`config.mk`:
```
export PLATFORM = sky130hd
export DESIGN_NAME = lad_top
export DESIGN_NICKNAME = d
export VERILOG_FILES = /design/src/inc/lad_pkg.sv /design/src/core/lad_top.sv
export SDC_FILE = /design/constraint.sdc
export NUM_CORES = 1
export LEC_CHECK = 0
export ABC_CLOCK_PERIOD_IN_PS = 8700
export BUFFER_PORTS_ARGS = -buffer_cell sky130_fd_sc_hd__buf_2
export CORE_ASPECT_RATIO = 0.7
export CORE_MARGIN = 1
export CORE_UTILIZATION = 50
export CTS_CLUSTER_SIZE = 30
export DETAILED_ROUTE_END_ITERATION = 7
export PLACE_DENSITY = 0.68
export SLEW_MARGIN = 40
export SYNTH_ARGS = -nofsm -noshare
export SYNTH_HDL_FRONTEND = slang
export SYNTH_SLANG_ARGS = --single-unit
```
`constraint.sdc`:
```
create_clock -name pclk -period 8.7 [get_ports pclk]
set_input_delay 1.305 -clock pclk [delete_from_list [all_inputs] [get_ports pclk]]
set_output_delay 1.305 -clock pclk [all_outputs]
set_load 0.02 [all_outputs]
```
`src/inc/lad_pkg.sv`:
```
// Purpose: Shared constants and types of the line alarm detector
// Assumes: 32-bit APB, byte address is four times the register index
// Notes: Window and threshold figures are named here once
`default_nettype none
package lad_pkg;
  // Register indices; byte address is index * 4
  localparam logic [7:0] IDX_STATE = 8'h00_B9;
  localparam logic [7:0] IDX_IRQ_EN = 8'h00_BA;
  localparam logic [7:0] IDX_FLAGS = 8'h00_BB;
  localparam logic [7:0] IDX_RED_DECL = 8'h00_BC;
  localparam logic [7:0] IDX_RED_CLR = 8'h00_BD;
  localparam logic [7:0] IDX_YEL_DECL = 8'h00_BE;
  localparam logic [7:0] IDX_YEL_CLR = 8'h00_BF;
  localparam logic [7:0] IDX_AIS_DECL = 8'h00_C0;
  localparam logic [7:0] IDX_AIS_CLR = 8'h00_C1;
  localparam logic [7:0] IDX_FORMAT = 8'h00_C8;
  // Bit positions shared by state, enable and flag registers
  localparam int BIT_RED = 0;
  localparam int BIT_YEL = 1;
  localparam int BIT_AIS = 2;
  // Reset values
  localparam logic [7:0] RST_RED_DECL = 8'h00_3F;
  localparam logic [7:0] RST_RED_CLR = 8'h00_7F;
  localparam logic [7:0] RST_YEL_DECL = 8'h00_0A;
  localparam logic [7:0] RST_YEL_CLR = 8'h00_0A;
  localparam logic [7:0] RST_AIS_DECL = 8'h00_3F;
  localparam logic [7:0] RST_AIS_CLR = 8'h00_3F;
  // Window thresholds: alarm-like when below (or above for T1 ESF)
  localparam logic [15:0] AIS_ZERO_MIN = 16'h003D;
  localparam logic [15:0] SF_ONES_MIN = 16'h004D;
  localparam logic [15:0] ESF_PAT_MAX = 16'h0007;
  localparam logic [15:0] DM_ONES_MIN = 16'h0004;
  localparam logic [15:0] J1SF_ZERO_MIN = 16'h0004;
  localparam logic [15:0] J1ESF_ZERO_MIN = 16'h0003;
  localparam logic [15:0] ESF_PATTERN = 16'hFF00;
  // Timing
  localparam int unsigned WINDOW_MS = 40;
  localparam int unsigned RED_CLR_UNIT_MS = 120;
  localparam int unsigned CLK_PERIOD_NS = 5;
  localparam int unsigned WINDOW_CYCLES = WINDOW_MS * 1000000 / CLK_PERIOD_NS;
  localparam logic [1:0] RED_CLR_WINDOWS = 2'(RED_CLR_UNIT_MS / WINDOW_MS);
  typedef enum logic [2:0] {FMT_T1_SF, FMT_SLC96, FMT_T1_ESF, FMT_T1_DM, FMT_J1_SF, FMT_J1_ESF} lad_fmt_type;
  // One received bit with its position markers from the framer
  typedef struct packed {
    logic valid;
    logic value;
    logic chan_bit2;
    logic y_bit;
    logic f12_bit;
    logic dl_bit;
  } lad_line_type;
endpackage
`default_nettype wire

```
`src/core/lad_top.sv`:
```
// Purpose: Blue, remote (yellow) and sync-loss alarm detector with APB registers
// Assumes: Framer marks each received bit and reports frame sync, all on pclk
// Notes: Windows are fixed and non-overlapping, counted on pclk
//
// The APB register port was chosen for this implementation.
`default_nettype none
module lad_top #(
  parameter int unsigned WINDOW_CYCLES = lad_pkg::WINDOW_CYCLES
) (
  input wire logic pclk,
  input wire logic presetn,
  input wire logic psel,
  input wire logic penable,
  input wire logic pwrite,
  input wire logic [11:0] paddr,
  input wire logic [31:0] pwdata,
  output logic [31:0] prdata,
  output logic pready,
  output logic pslverr,
  input wire lad_pkg::lad_line_type line_in,
  input wire logic frame_sync,
  output logic irq
);
  logic [2:0] state_r;
  logic [2:0] irq_en_r;
  logic [2:0] flags_r;
  logic [2:0] flags_nxt;
  logic [7:0] red_decl_r;
  logic [7:0] red_clr_r;
  logic [7:0] yel_decl_r;
  logic [7:0] yel_clr_r;
  logic [7:0] ais_decl_r;
  logic [7:0] ais_clr_r;
  lad_pkg::lad_fmt_type fmt_r;
  logic [31:0] win_cnt_r;
  logic win_end;
  logic [15:0] zero_cnt_r;
  logic [15:0] yev_cnt_r;
  logic [15:0] dl_sh_r;
  logic [15:0] dl_sh_nxt;
  logic yel_sync_ok_r;
  logic red_out_all_r;
  logic red_in_all_r;
  logic [9:0] ais_pcnt_r;
  logic [9:0] yel_pcnt_r;
  logic [9:0] red_pcnt_r;
  logic [9:0] red_clr_lim;
  logic yev;
  logic ais_like;
  logic yel_like;
  logic [10:0] ais_step;
  logic [10:0] yel_step;
  logic [10:0] red_step;
  logic [2:0] state_nxt;
  logic [7:0] idx;
  logic mapped;
  logic wr_acc;

  // Persistence step: returns {state, counter}
  function automatic logic [10:0] lad_persist(input logic st, input logic [9:0] cnt,
                                              input logic hit, input logic [9:0] lim);
    logic [9:0] c;
    c = cnt + 10'h001;
    if (!hit) begin
      return {st, 10'h000};
    end
    if (c >= lim) begin
      return {~st, 10'h000};
    end
    return {st, c};
  endfunction

  function automatic logic lad_idx_ok(input logic [7:0] i);
    return (i >= lad_pkg::IDX_STATE && i <= lad_pkg::IDX_AIS_CLR) || i == lad_pkg::IDX_FORMAT;
  endfunction

  // Alarm-like window per framing format
  function automatic logic lad_yel_alarm(input lad_pkg::lad_fmt_type f, input logic [15:0] n);
    case (f)
      lad_pkg::FMT_T1_SF, lad_pkg::FMT_SLC96: return n < lad_pkg::SF_ONES_MIN;
      lad_pkg::FMT_T1_ESF: return n > lad_pkg::ESF_PAT_MAX;
      lad_pkg::FMT_T1_DM: return n < lad_pkg::DM_ONES_MIN;
      lad_pkg::FMT_J1_SF: return n < lad_pkg::J1SF_ZERO_MIN;
      lad_pkg::FMT_J1_ESF: return n < lad_pkg::J1ESF_ZERO_MIN;
      default: return 1'b0;
    endcase
  endfunction

  assign idx = paddr[9:2];
  assign mapped = lad_idx_ok(idx) && paddr[1:0] == 2'b00 && paddr[11:10] == 2'b00;
  assign wr_acc = psel && penable && pwrite && mapped;
  assign pready = 1'b1;
  assign pslverr = psel && penable && !mapped;

  // Window timer
  assign win_end = win_cnt_r == WINDOW_CYCLES - 1;
  always_ff @(posedge pclk or negedge presetn) begin
    if (!presetn) begin
      win_cnt_r <= 32'h0000_0000;
    end else if (win_end) begin
      win_cnt_r <= 32'h0000_0000;
    end else begin
      win_cnt_r <= win_cnt_r + 32'h0000_0001;
    end
  end

  // Yellow event for the selected format
  assign dl_sh_nxt = {dl_sh_r[14:0], line_in.value};
  always_comb begin
    yev = 1'b0;
    if (line_in.valid) begin
      case (fmt_r)
        lad_pkg::FMT_T1_SF, lad_pkg::FMT_SLC96: yev = line_in.chan_bit2 && line_in.value;
        lad_pkg::FMT_T1_ESF: yev = line_in.dl_bit && dl_sh_nxt == lad_pkg::ESF_PATTERN;
        lad_pkg::FMT_T1_DM: yev = line_in.y_bit && line_in.value;
        lad_pkg::FMT_J1_SF: yev = line_in.f12_bit && !line_in.value;
        lad_pkg::FMT_J1_ESF: yev = line_in.dl_bit && !line_in.value;
        default: yev = 1'b0;
      endcase
    end
  end

  // DL bits slide through a 16-bit pattern register
  always_ff @(posedge pclk or negedge presetn) begin
    if (!presetn) begin
      dl_sh_r <= 16'h0000;
    end else if (line_in.valid && line_in.dl_bit) begin
      dl_sh_r <= dl_sh_nxt;
    end
  end

  // Per-window event counters, saturating
  always_ff @(posedge pclk or negedge presetn) begin
    if (!presetn) begin
      zero_cnt_r <= 16'h0000;
      yev_cnt_r <= 16'h0000;
    end else if (win_end) begin
      zero_cnt_r <= 16'h0000;
      yev_cnt_r <= 16'h0000;
    end else begin
      if (line_in.valid && !line_in.value && zero_cnt_r != 16'hFFFF) begin
        zero_cnt_r <= zero_cnt_r + 16'h0001;
      end
      if (yev && frame_sync && yev_cnt_r != 16'hFFFF) begin
        yev_cnt_r <= yev_cnt_r + 16'h0001;
      end
    end
  end

  // Sync history within the current window
  always_ff @(posedge pclk or negedge presetn) begin
    if (!presetn) begin
      yel_sync_ok_r <= 1'b1;
      red_out_all_r <= 1'b1;
      red_in_all_r <= 1'b1;
    end else if (win_end) begin
      yel_sync_ok_r <= 1'b1;
      red_out_all_r <= 1'b1;
      red_in_all_r <= 1'b1;
    end else begin
      yel_sync_ok_r <= yel_sync_ok_r && frame_sync;
      red_out_all_r <= red_out_all_r && !frame_sync;
      red_in_all_r <= red_in_all_r && frame_sync;
    end
  end

  // Window verdicts include the window's last cycle
  assign ais_like = zero_cnt_r + {15'h0000, line_in.valid && !line_in.value} < lad_pkg::AIS_ZERO_MIN;
  assign yel_like = lad_yel_alarm(fmt_r, yev_cnt_r + {15'h0000, yev && frame_sync});
  assign red_clr_lim = 10'({2'b00, red_clr_r} * lad_pkg::RED_CLR_WINDOWS);

  always_comb begin
    ais_step = lad_persist(state_r[lad_pkg::BIT_AIS], ais_pcnt_r, ais_like ^ state_r[lad_pkg::BIT_AIS],
                           state_r[lad_pkg::BIT_AIS] ? {2'b00, ais_clr_r} : {2'b00, ais_decl_r});
    yel_step = lad_persist(state_r[lad_pkg::BIT_YEL], yel_pcnt_r, yel_like ^ state_r[lad_pkg::BIT_YEL],
                           state_r[lad_pkg::BIT_YEL] ? {2'b00, yel_clr_r} : {2'b00, yel_decl_r});
    red_step = lad_persist(state_r[lad_pkg::BIT_RED], red_pcnt_r,
                           state_r[lad_pkg::BIT_RED] ? red_in_all_r && frame_sync : red_out_all_r && !frame_sync,
                           state_r[lad_pkg::BIT_RED] ? red_clr_lim : {2'b00, red_decl_r});
    state_nxt = state_r;
    if (win_end) begin
      state_nxt[lad_pkg::BIT_AIS] = ais_step[10];
      state_nxt[lad_pkg::BIT_RED] = red_step[10];
      if (yel_sync_ok_r && frame_sync) begin
        state_nxt[lad_pkg::BIT_YEL] = yel_step[10];
      end
    end
  end

  // Alarm state and persistence counters
  always_ff @(posedge pclk or negedge presetn) begin
    if (!presetn) begin
      state_r <= 3'b000;
      ais_pcnt_r <= 10'h000;
      yel_pcnt_r <= 10'h000;
      red_pcnt_r <= 10'h000;
    end else if (win_end) begin
      state_r <= state_nxt;
      ais_pcnt_r <= ais_step[9:0];
      red_pcnt_r <= red_step[9:0];
      yel_pcnt_r <= (yel_sync_ok_r && frame_sync) ? yel_step[9:0] : 10'h000;
    end
  end

  // Change flags: a toggle wins over a clear in the same cycle
  assign flags_nxt = (flags_r & ~((wr_acc && idx == lad_pkg::IDX_FLAGS) ? pwdata[2:0] : 3'b000))
                     | (state_nxt ^ state_r);
  always_ff @(posedge pclk or negedge presetn) begin
    if (!presetn) begin
      flags_r <= 3'b000;
    end else begin
      flags_r <= flags_nxt;
    end
  end

  assign irq = |(flags_r & irq_en_r);

  // Software-written registers
  always_ff @(posedge pclk or negedge presetn) begin
    if (!presetn) begin
      irq_en_r <= 3'b000;
      red_decl_r <= lad_pkg::RST_RED_DECL;
      red_clr_r <= lad_pkg::RST_RED_CLR;
      yel_decl_r <= lad_pkg::RST_YEL_DECL;
      yel_clr_r <= lad_pkg::RST_YEL_CLR;
      ais_decl_r <= lad_pkg::RST_AIS_DECL;
      ais_clr_r <= lad_pkg::RST_AIS_CLR;
      fmt_r <= lad_pkg::FMT_T1_SF;
    end else if (wr_acc) begin
      case (idx)
        lad_pkg::IDX_IRQ_EN: irq_en_r <= pwdata[2:0];
        lad_pkg::IDX_RED_DECL: red_decl_r <= pwdata[7:0];
        lad_pkg::IDX_RED_CLR: red_clr_r <= pwdata[7:0];
        lad_pkg::IDX_YEL_DECL: yel_decl_r <= pwdata[7:0];
        lad_pkg::IDX_YEL_CLR: yel_clr_r <= pwdata[7:0];
        lad_pkg::IDX_AIS_DECL: ais_decl_r <= pwdata[7:0];
        lad_pkg::IDX_AIS_CLR: ais_clr_r <= pwdata[7:0];
        lad_pkg::IDX_FORMAT: begin
          if (pwdata[2:0] <= 3'(lad_pkg::FMT_J1_ESF)) begin
            fmt_r <= lad_pkg::lad_fmt_type'(pwdata[2:0]);
          end
        end
        default: begin
        end
      endcase
    end
  end

  // Read data captured in the setup cycle
  always_ff @(posedge pclk or negedge presetn) begin
    if (!presetn) begin
      prdata <= 32'h0000_0000;
    end else if (psel && !penable) begin
      case (idx)
        lad_pkg::IDX_STATE: prdata <= {29'h0000_0000, state_r};
        lad_pkg::IDX_IRQ_EN: prdata <= {29'h0000_0000, irq_en_r};
        lad_pkg::IDX_FLAGS: prdata <= {29'h0000_0000, flags_r};
        lad_pkg::IDX_RED_DECL: prdata <= {24'h00_0000, red_decl_r};
        lad_pkg::IDX_RED_CLR: prdata <= {24'h00_0000, red_clr_r};
        lad_pkg::IDX_YEL_DECL: prdata <= {24'h00_0000, yel_decl_r};
        lad_pkg::IDX_YEL_CLR: prdata <= {24'h00_0000, yel_clr_r};
        lad_pkg::IDX_AIS_DECL: prdata <= {24'h00_0000, ais_decl_r};
        lad_pkg::IDX_AIS_CLR: prdata <= {24'h00_0000, ais_clr_r};
        lad_pkg::IDX_FORMAT: prdata <= {29'h0000_0000, fmt_r};
        default: prdata <= 32'h0000_0000;
      endcase
    end
  end
endmodule // lad_top
`default_nettype wire

```
==> impl_results.md, run 1 <==
- Root buffer cell: clkbuf_16
- Maximum vdd drop: 0.123 mV
- Clock network power share: 0.416
- CTS clock-pin slew for the worst setup and hold paths: 70 ps
- Yosys warns: 0
- Part of the power in registers: 0.495
- FF/Latch Area: 4540 µm²
- Synth Area in Simple Gates: 0.186
- CTS Buffer Depth: 2
- TritonCTS Buffers: 17
- P_sw: 535 µW
- Critical Path End Type: flip-flop
- Setup violators final: 0
- Share of cells above drive strength 1: 0.196
- Die Ht: 124 µm
- Actual transition at the worst max-transition pin: 825 ps
- Vias per Instance: 5.71
- PortBufs: 41
- Max cap viols: 0
- Top-count cell post-synth: dfrtp_1
- Post-CTS Setup Repair Bufs: 0
- Post-Syn Area: 10,600 µm²
- Critical Path, Cell by Cell: or3b_1, nor4_1, o21ai_0, a221o_1, inv_1, ha_1, ha_1, nand3_1, nor2_1, o21ai_0, a211o_1, o21a_1, or4_4, a21oi_2, mux2_2
- Hold violation count in the final report: 0
- Leading area contributor after synthesis: dfrtp_1
- Comb pwr share: 0.089
- Arr. time, crit path: 5220 ps
- Max-slew violations: 0
- Type of origin of the critical path: flip-flop
- Overall power: 1940 µW
- Hold WS: 479 ps
- Post-detail-place hpwl: 16.3 mm
- Fin nets: 1,172
- Vias: 7,762
- Most instantiated cells after synthesis: 148 x dfrtp_1, 104 x nand2_1, 77 x mux2_2
- Part of the Yosys area used for sequential elements: 0.430
- Setup CP Type: flip-flop to flip-flop
- Clock Skew: 10.3 ps
- Gate Count Post-Synth: 1,051
- N_diodes: 0
- CTS sink count: 180
- Post-route clock period utilization: 0.557
- Vias in the first global route: 7,264
- CTS resizes: 0
- CTS Hold Bufs: 0
- Internal power: 1400 µW
- Global-route wire length before repair: 38.2 mm
- Total gr overflow: 0
- Synth Area in Compound Gates: 0.106
- Post-synth EDFFs: 0
- Min Clock Period, post-route: 4840 ps
- Net Sw Frac: 0.276
- Die ar.: 21,700 µm²
- Initial DRC count: 702
- Per-cell routed wire length: 17.0 µm
- TritonRoute pass-1 iters: 5
- Synthesized area per cell: 10.1 µm²
- Worst-path cell with the longest stage delay: dfrtp_1
- Layout area overhead: 9.33%
- Starting Density: 0.510
- Total GRT Usage: 0.225
- Synth Flop Type: dfrtp_1
- Static leakage: 0.00534 µW
- Run status: completed
- Post-Synth XOR/XNOR Area: 0.0688
- Initial antenna violation count: 0
- Post-synthesis cell type count: 72
- Clk_lat worst skew: 440 ps
- Io pins: 91
- Mux cell area share after synthesis: 0.113
- Clock H-tree levels: 4
- Area of the multi-input gates: 5700 µm²
- CTS tree: built
- Synthesized flop and latch total: 180
- Main combinational cell family by area after synthesis: simple AND/OR/NAND/NOR gates
- Final std cells w/o fill: 1,360
- Adder-cell share of the synthesized area: 0.0540
- Crit-path max FO: 14
- Routed WL: 23.1 mm
- PwrDens: 168 nW/µm²
- Width of the die: 176 µm
- Num rows: 44
- TNS Setup: 0 ps
- Largest stage delay, worst path: 600 ps
- Placer congestion estimate: 0.844
- Core Region: 20,700 µm²
- Fmax: 206 MHz
- RSZ-0062 raised after global routing: no
- Final ANT Viol Nets: 0
- Hold WC Path Type: flip-flop to flip-flop
- Fraction of registers with async set/reset: 1.00
- Synth top area share: 0.351
- Fillers: 1,824
- Relative slew slack: 0.449
- Required @ worst endpoint: 9080 ps
- Pin count of the biggest net entering global routing: 73
- Synth top area cells: dfrtp_1 35%, mux2_2 8.2%, dfstp_2 8.0%
- Placed cell count: 1,328
- Drc violations: 0
## worst max-delay path, delay by kind of cell, from the launching register on
| family | cells | cell delay, ps |
|---|---|---|
| AO/OA/AOI/OAI | 6 | 1640 |
| flip-flops | 1 | 600 |
| adder cells (fa/ha/maj) | 2 | 570 |
| AND/OR/NAND/NOR | 5 | 1640 |
| multiplexers | 1 | 200 |
| buffers and inverters | 1 | 130 |
## final timing paths
kind / start / endpoint / slack, ps / depth (start not counted)
worst max-delay path: fmt_r[1] / yel_pcnt_r[0] / 3860 / 15
worst min-delay path: win_cnt_r[8] / win_cnt_r[8] / 480 / 1
worst max register to register: fmt_r[1] / yel_pcnt_r[0] / 3860 / 15
worst min register to register: win_cnt_r[8] / win_cnt_r[8] / 480 / 1
max in group asynchronous: presetn / prdata[4] / 6960 / 2
min in group asynchronous: presetn / dl_sh_r[2] / 760 / 1
## power groups by stage
stage	Clock, µW	Sequential [µW]	Combinational (µW)
global route	853	967	197
CTS	823	957	174
global placement	0	969	166
floorplan	0	942	144
detailed placement	0	972	173
finish	806	959	173
## metrics by stage
stage / setup WS, ps / utilization / cell area (µm²)
after global routing: 3540 / 0.558 / 11500
after global placement: 3730 / 0.526 / 10900
after CTS: 3980 / 0.557 / 11500
after floorplan: 4210 / - / 10600
after detailed placement: 3690 / 0.528 / 10900
final: 3860 / 0.558 / 11500
## metal layers
layer	track usage	vias to the layer above	routed length [µm]
li1	-	3781	-
met1	0.347	3774	11900
met2	0.315	187	9700
met5	0	-	0
met3	0.0498	20	1300
met4	0.0603	0	186
## registers in the layout (all words and copies together), names as in the netlist, 10 cells and up
| register | count |
|---|---|
| zero_cnt_r | 16 |
| red_pcnt_r | 10 |
| yev_cnt_r | 16 |
| dl_sh_r | 15 |
| ais_pcnt_r | 10 |
| win_cnt_r | 32 |
| yel_pcnt_r | 10 |
## cells in the final DEF (no fill, tap or decap), types with 5 or more instances in the layout
cell type	synthesis	layout
a21o_1	20	20
a21oi_1	25	25
a221oi_1	11	11
a22o_1	10	10
a31oi_1	11	11
and3_1	20	20
and4_1	9	9
buf_2	8	40
clkbuf_16	0	17
conb_1	2	25
dfrtp_1	148	148
dfstp_2	32	32
ha_1	44	44
inv_1	19	19
mux2_2	77	77
mux2i_1	28	28
nand2_1	104	104
nand2b_1	10	10
nand3_1	55	55
nand4_1	22	22
nor2_1	67	67
nor2b_1	17	16
nor3_1	17	15
nor4_1	14	13
o21ai_0	49	49
or2_2	5	5
or3_1	11	11
xnor2_1	45	45
xor2_1	38	38
## cell type report
class,count,share of cell area
Sequential cell,180,0.393
Tap cell,276,0.0299
Inverter,19,0.00618
Clock buffer,17,0.0368
Timing Repair Buffer,47,0.0229
Multi-Input combinational cell,806,0.494
Clock inverter,15,0.0168
## logic make-up after synthesis
logic type                 Yosys count
AOI/OAI and AO/OA                  166
xor gates and xnor gates            83
adders and majority gates           45
buffers and inverters               88
DFF                                180
muxes                              107
other                                2
and+or+nand+nor                    380
Note: power is estimated with default switching activity, not from simulation.
==> run 2: changes to the inputs <==
Settings changed: ABC_CLOCK_PERIOD_IN_PS 8700 to 5000.
Clock period 8.7 ns to 5 ns, I/O delays scaled along.
==> run 2 against run 1 <==
  * Flip-flop and latch count unchanged
  * Total power up 69%
  * Clock skew about the same
  * Critical path depth unchanged
  * Non-clock buffer count up 2
  * Clock power up 63%
  * Via count down 0.39%
  * Wire length down 1.1%
  * Die area unchanged
  * Final cell count up 0.15%
  * First-iteration DRC count down 7.8%
  * Combinational power up 72%
==> impl_results.md, run 2 (synthesis results as in run 1) <==
- Run status: completed (unchanged)
- Placed cell area: 10,900 µm² (about the same)
- Initial DRC count: 647 (was 702)
- Met3 usage: 0.0513 (was 0.0498)
- TritonRoute pass-1 iters: 5 (unchanged)
- Setup CP Type: flip-flop to flip-flop (unchanged)
- Type of origin of the critical path: flip-flop (unchanged)
- Min Clock Period, post-route: 4410 ps (was 4840 ps)
- Required @ worst endpoint: 5320 ps (was 9080 ps)
- Starting Density: 0.510 (unchanged)
- Relative slew slack: 0.468 (was 0.449)
- Clock Skew: 9.78 ps (was 10.3 ps)
- Commonest cells after routing, fill and taps aside: 148 x dfrtp_1, 104 x nand2_1, 77 x mux2_2 (unchanged)
- TNS Setup: 0 ps (unchanged)
- Share of cells above drive strength 1: 0.195 (was 0.196)
- Crit path max-delay family: compound AO/OA/AOI/OAI gates (unchanged)
- CTS resizes: 0 (unchanged)
- Largest stage delay, worst path: 550 ps (was 600 ps)
- Initial antenna violation count: 0 (unchanged)
- Vias in the first global route: 7,136 (was 7,264)
- N_diodes: 0 (unchanged)
- CTS Hold Bufs: 0 (unchanged)
- Final core occ: 0.556 (was 0.558)
- GR peak layer: met1 (unchanged)
- Vias per Instance: 5.68 (was 5.71)
- CTS tree: built (unchanged)
- Hold violation count in the final report: 0 (unchanged)
- Vias: 7,732 (was 7,762)
- Crit-path max FO: 11 (was 14)
- Clk_lat worst skew: 440 ps (about the same)
- TritonCTS Buffers: 17 (unchanged)
- Maximum vdd drop: 0.227 mV (was 0.123 mV)
- CTS Buffer Depth: 2 (unchanged)
- Pin count of the biggest net entering global routing: 96 (was 73)
- Biggest regs: win_cnt_r x32, yev_cnt_r x16, zero_cnt_r x16 (unchanged)
- CTS clock-pin slew for the worst setup and hold paths: 70 ps (about the same)
- Placed cell count: 1,330 (was 1,328)
- Final std cells w/o fill: 1,362 (was 1,360)
- Largest register FFs: 32 (unchanged)
- Post-route cell area: 11,500 µm² (about the same)
- Max-slew violations: 0 (unchanged)
- Width of the die: 176 µm (unchanged)
- Hold WC Path Type: primary input to async pin (was flip-flop to flip-flop)
- Critical Path End Type: flip-flop (unchanged)
- Fmax: 227 MHz (was 206 MHz)
- Layout area overhead: 8.91% (was 9.33%)
- Worst-path cell with the longest stage delay: dfrtp_1 (unchanged)
- Post-CTS Setup Repair Bufs: 0 (unchanged)
- Drc violations: 0 (unchanged)
- Total gr overflow: 0 (unchanged)
- Max cap viols: 0 (unchanged)
- Worst reg2reg path depth: 15 (unchanged)
- Largest Register: win_cnt_r (unchanged)
- Per-cell routed wire length: 16.8 µm (was 17.0 µm)
- PortBufs: 41 (unchanged)
- Die ar.: 21,700 µm² (unchanged)
- Commonest non-fill, non-tap cell in the layout: dfrtp_1 (unchanged)
- Reg-to-reg startpoint: fmt_r[1] (unchanged)
- Hold WS: 298 ps (was 479 ps)
- Arr. time, crit path: 4730 ps (was 5220 ps)
- RSZ-0062 raised after global routing: no (unchanged)
- Final ANT Viol Nets: 0 (unchanged)
- Num rows: 44 (unchanged)
- Post-route clock period utilization: 0.881 (was 0.557)
- PwrDens: 284 nW/µm² (was 168 nW/µm²)
- Critical Path, Cell by Cell: or3b_1, nor4_1, o21ai_0, a221o_1, inv_1, ha_1, ha_1, nand3_1, nor2_1, o21ai_0, a211o_1, o21a_1, o31ai_2, a21oi_2, mux2_2 (was or3b_1, nor4_1, o21ai_0, a221o_1, inv_1, ha_1, ha_1, nand3_1, nor2_1, o21ai_0, a211o_1, o21a_1, or4_4, a21oi_2, mux2_2)
- Core Region: 20,700 µm² (unchanged)
- Die Ht: 124 µm (unchanged)
- Met1 Use GR: 0.347 (about the same)
- Actual transition at the worst max-transition pin: 796 ps (was 825 ps)
- Total GRT Usage: 0.222 (was 0.225)
- Reg-to-Reg End: yel_pcnt_r[0] (unchanged)
- CTS sink count: 180 (unchanged)
- Clock H-tree levels: 4 (unchanged)
- Io pins: 91 (unchanged)
- Routed WL: 22.8 mm (was 23.1 mm)
- Post-detail-place hpwl: 16.2 mm (was 16.3 mm)
- Setup violators final: 0 (unchanged)
- Static leakage: 0.00532 µW (was 0.00534 µW)
- Fin nets: 1,174 (was 1,172)
- WP buf/inv: 1 (unchanged)
- Placer congestion estimate: 0.868 (was 0.844)
- Met2 usage: 0.305 (was 0.315)
- Global-route wire length before repair: 37.5 mm (was 38.2 mm)
- Root buffer cell: clkbuf_16 (unchanged)
- R2R Setup Slk: 590 ps (was 3860 ps)
==> run 2: cell count changes in the layout (fill, tap and decap cells not counted), moves of 3 or more <==
cell,delta
clkinv_4,-3
clkinvlp_4,+4
buf_4,+3
inv_8,-3
buf_6,-3
==> run 2: per-stage QoR <==
step / worst slack, ps / power (µW)
final: 593 / 3270
after global placement: 714 / 1980
after global routing: 350 / 3430
after floorplan: 1010 / 1890
after CTS: 638 / 3310
after detailed placement: 658 / 1990
==> run 2: how the worst max path moves through the flow <==
| stage | cells past startpoint | endpoint | slack, ps | from |
|---|---|---|---|---|
| finish | 15 | yel_pcnt_r[0] | 590 | fmt_r[1] |
| global route | 15 | yel_pcnt_r[0] | 350 | fmt_r[1] |
| CTS | 15 | yel_pcnt_r[0] | 640 | fmt_r[1] |
| detailed placement | 15 | yel_pcnt_r[0] | 660 | fmt_r[1] |
| global placement | 15 | yel_pcnt_r[0] | 710 | fmt_r[1] |
| floorplan | 16 | yel_pcnt_r[0] | 1010 | fmt_r[2] |
==> run 2: area by class of cell <==
class                   instances  area, µm²
clock buffers                  19        443
fillers                      1806       9200
clock inverters                13        124
inverters                      19       71.3
multi-input cells             806       5690
well taps                     276        345
flip-flops and latches        180       4540
repair buffers                 49        288
==> run 2: metal layers <==
layer,routed length [µm],up-vias
li1,-,3791
met1,12000,3754
met2,9400,176
met3,1250,11
met4,161,0
met5,0,-
==> run 2: power by group <==
| group | total (µW) | switching, µW | internal, µW |
|---|---|---|---|
| sequential | 1660 | 117 | 1550 |
| combinational | 298 | 165 | 134 |
| clock | 1310 | 603 | 705 |
| total | 3270 | 884 | 2390 |
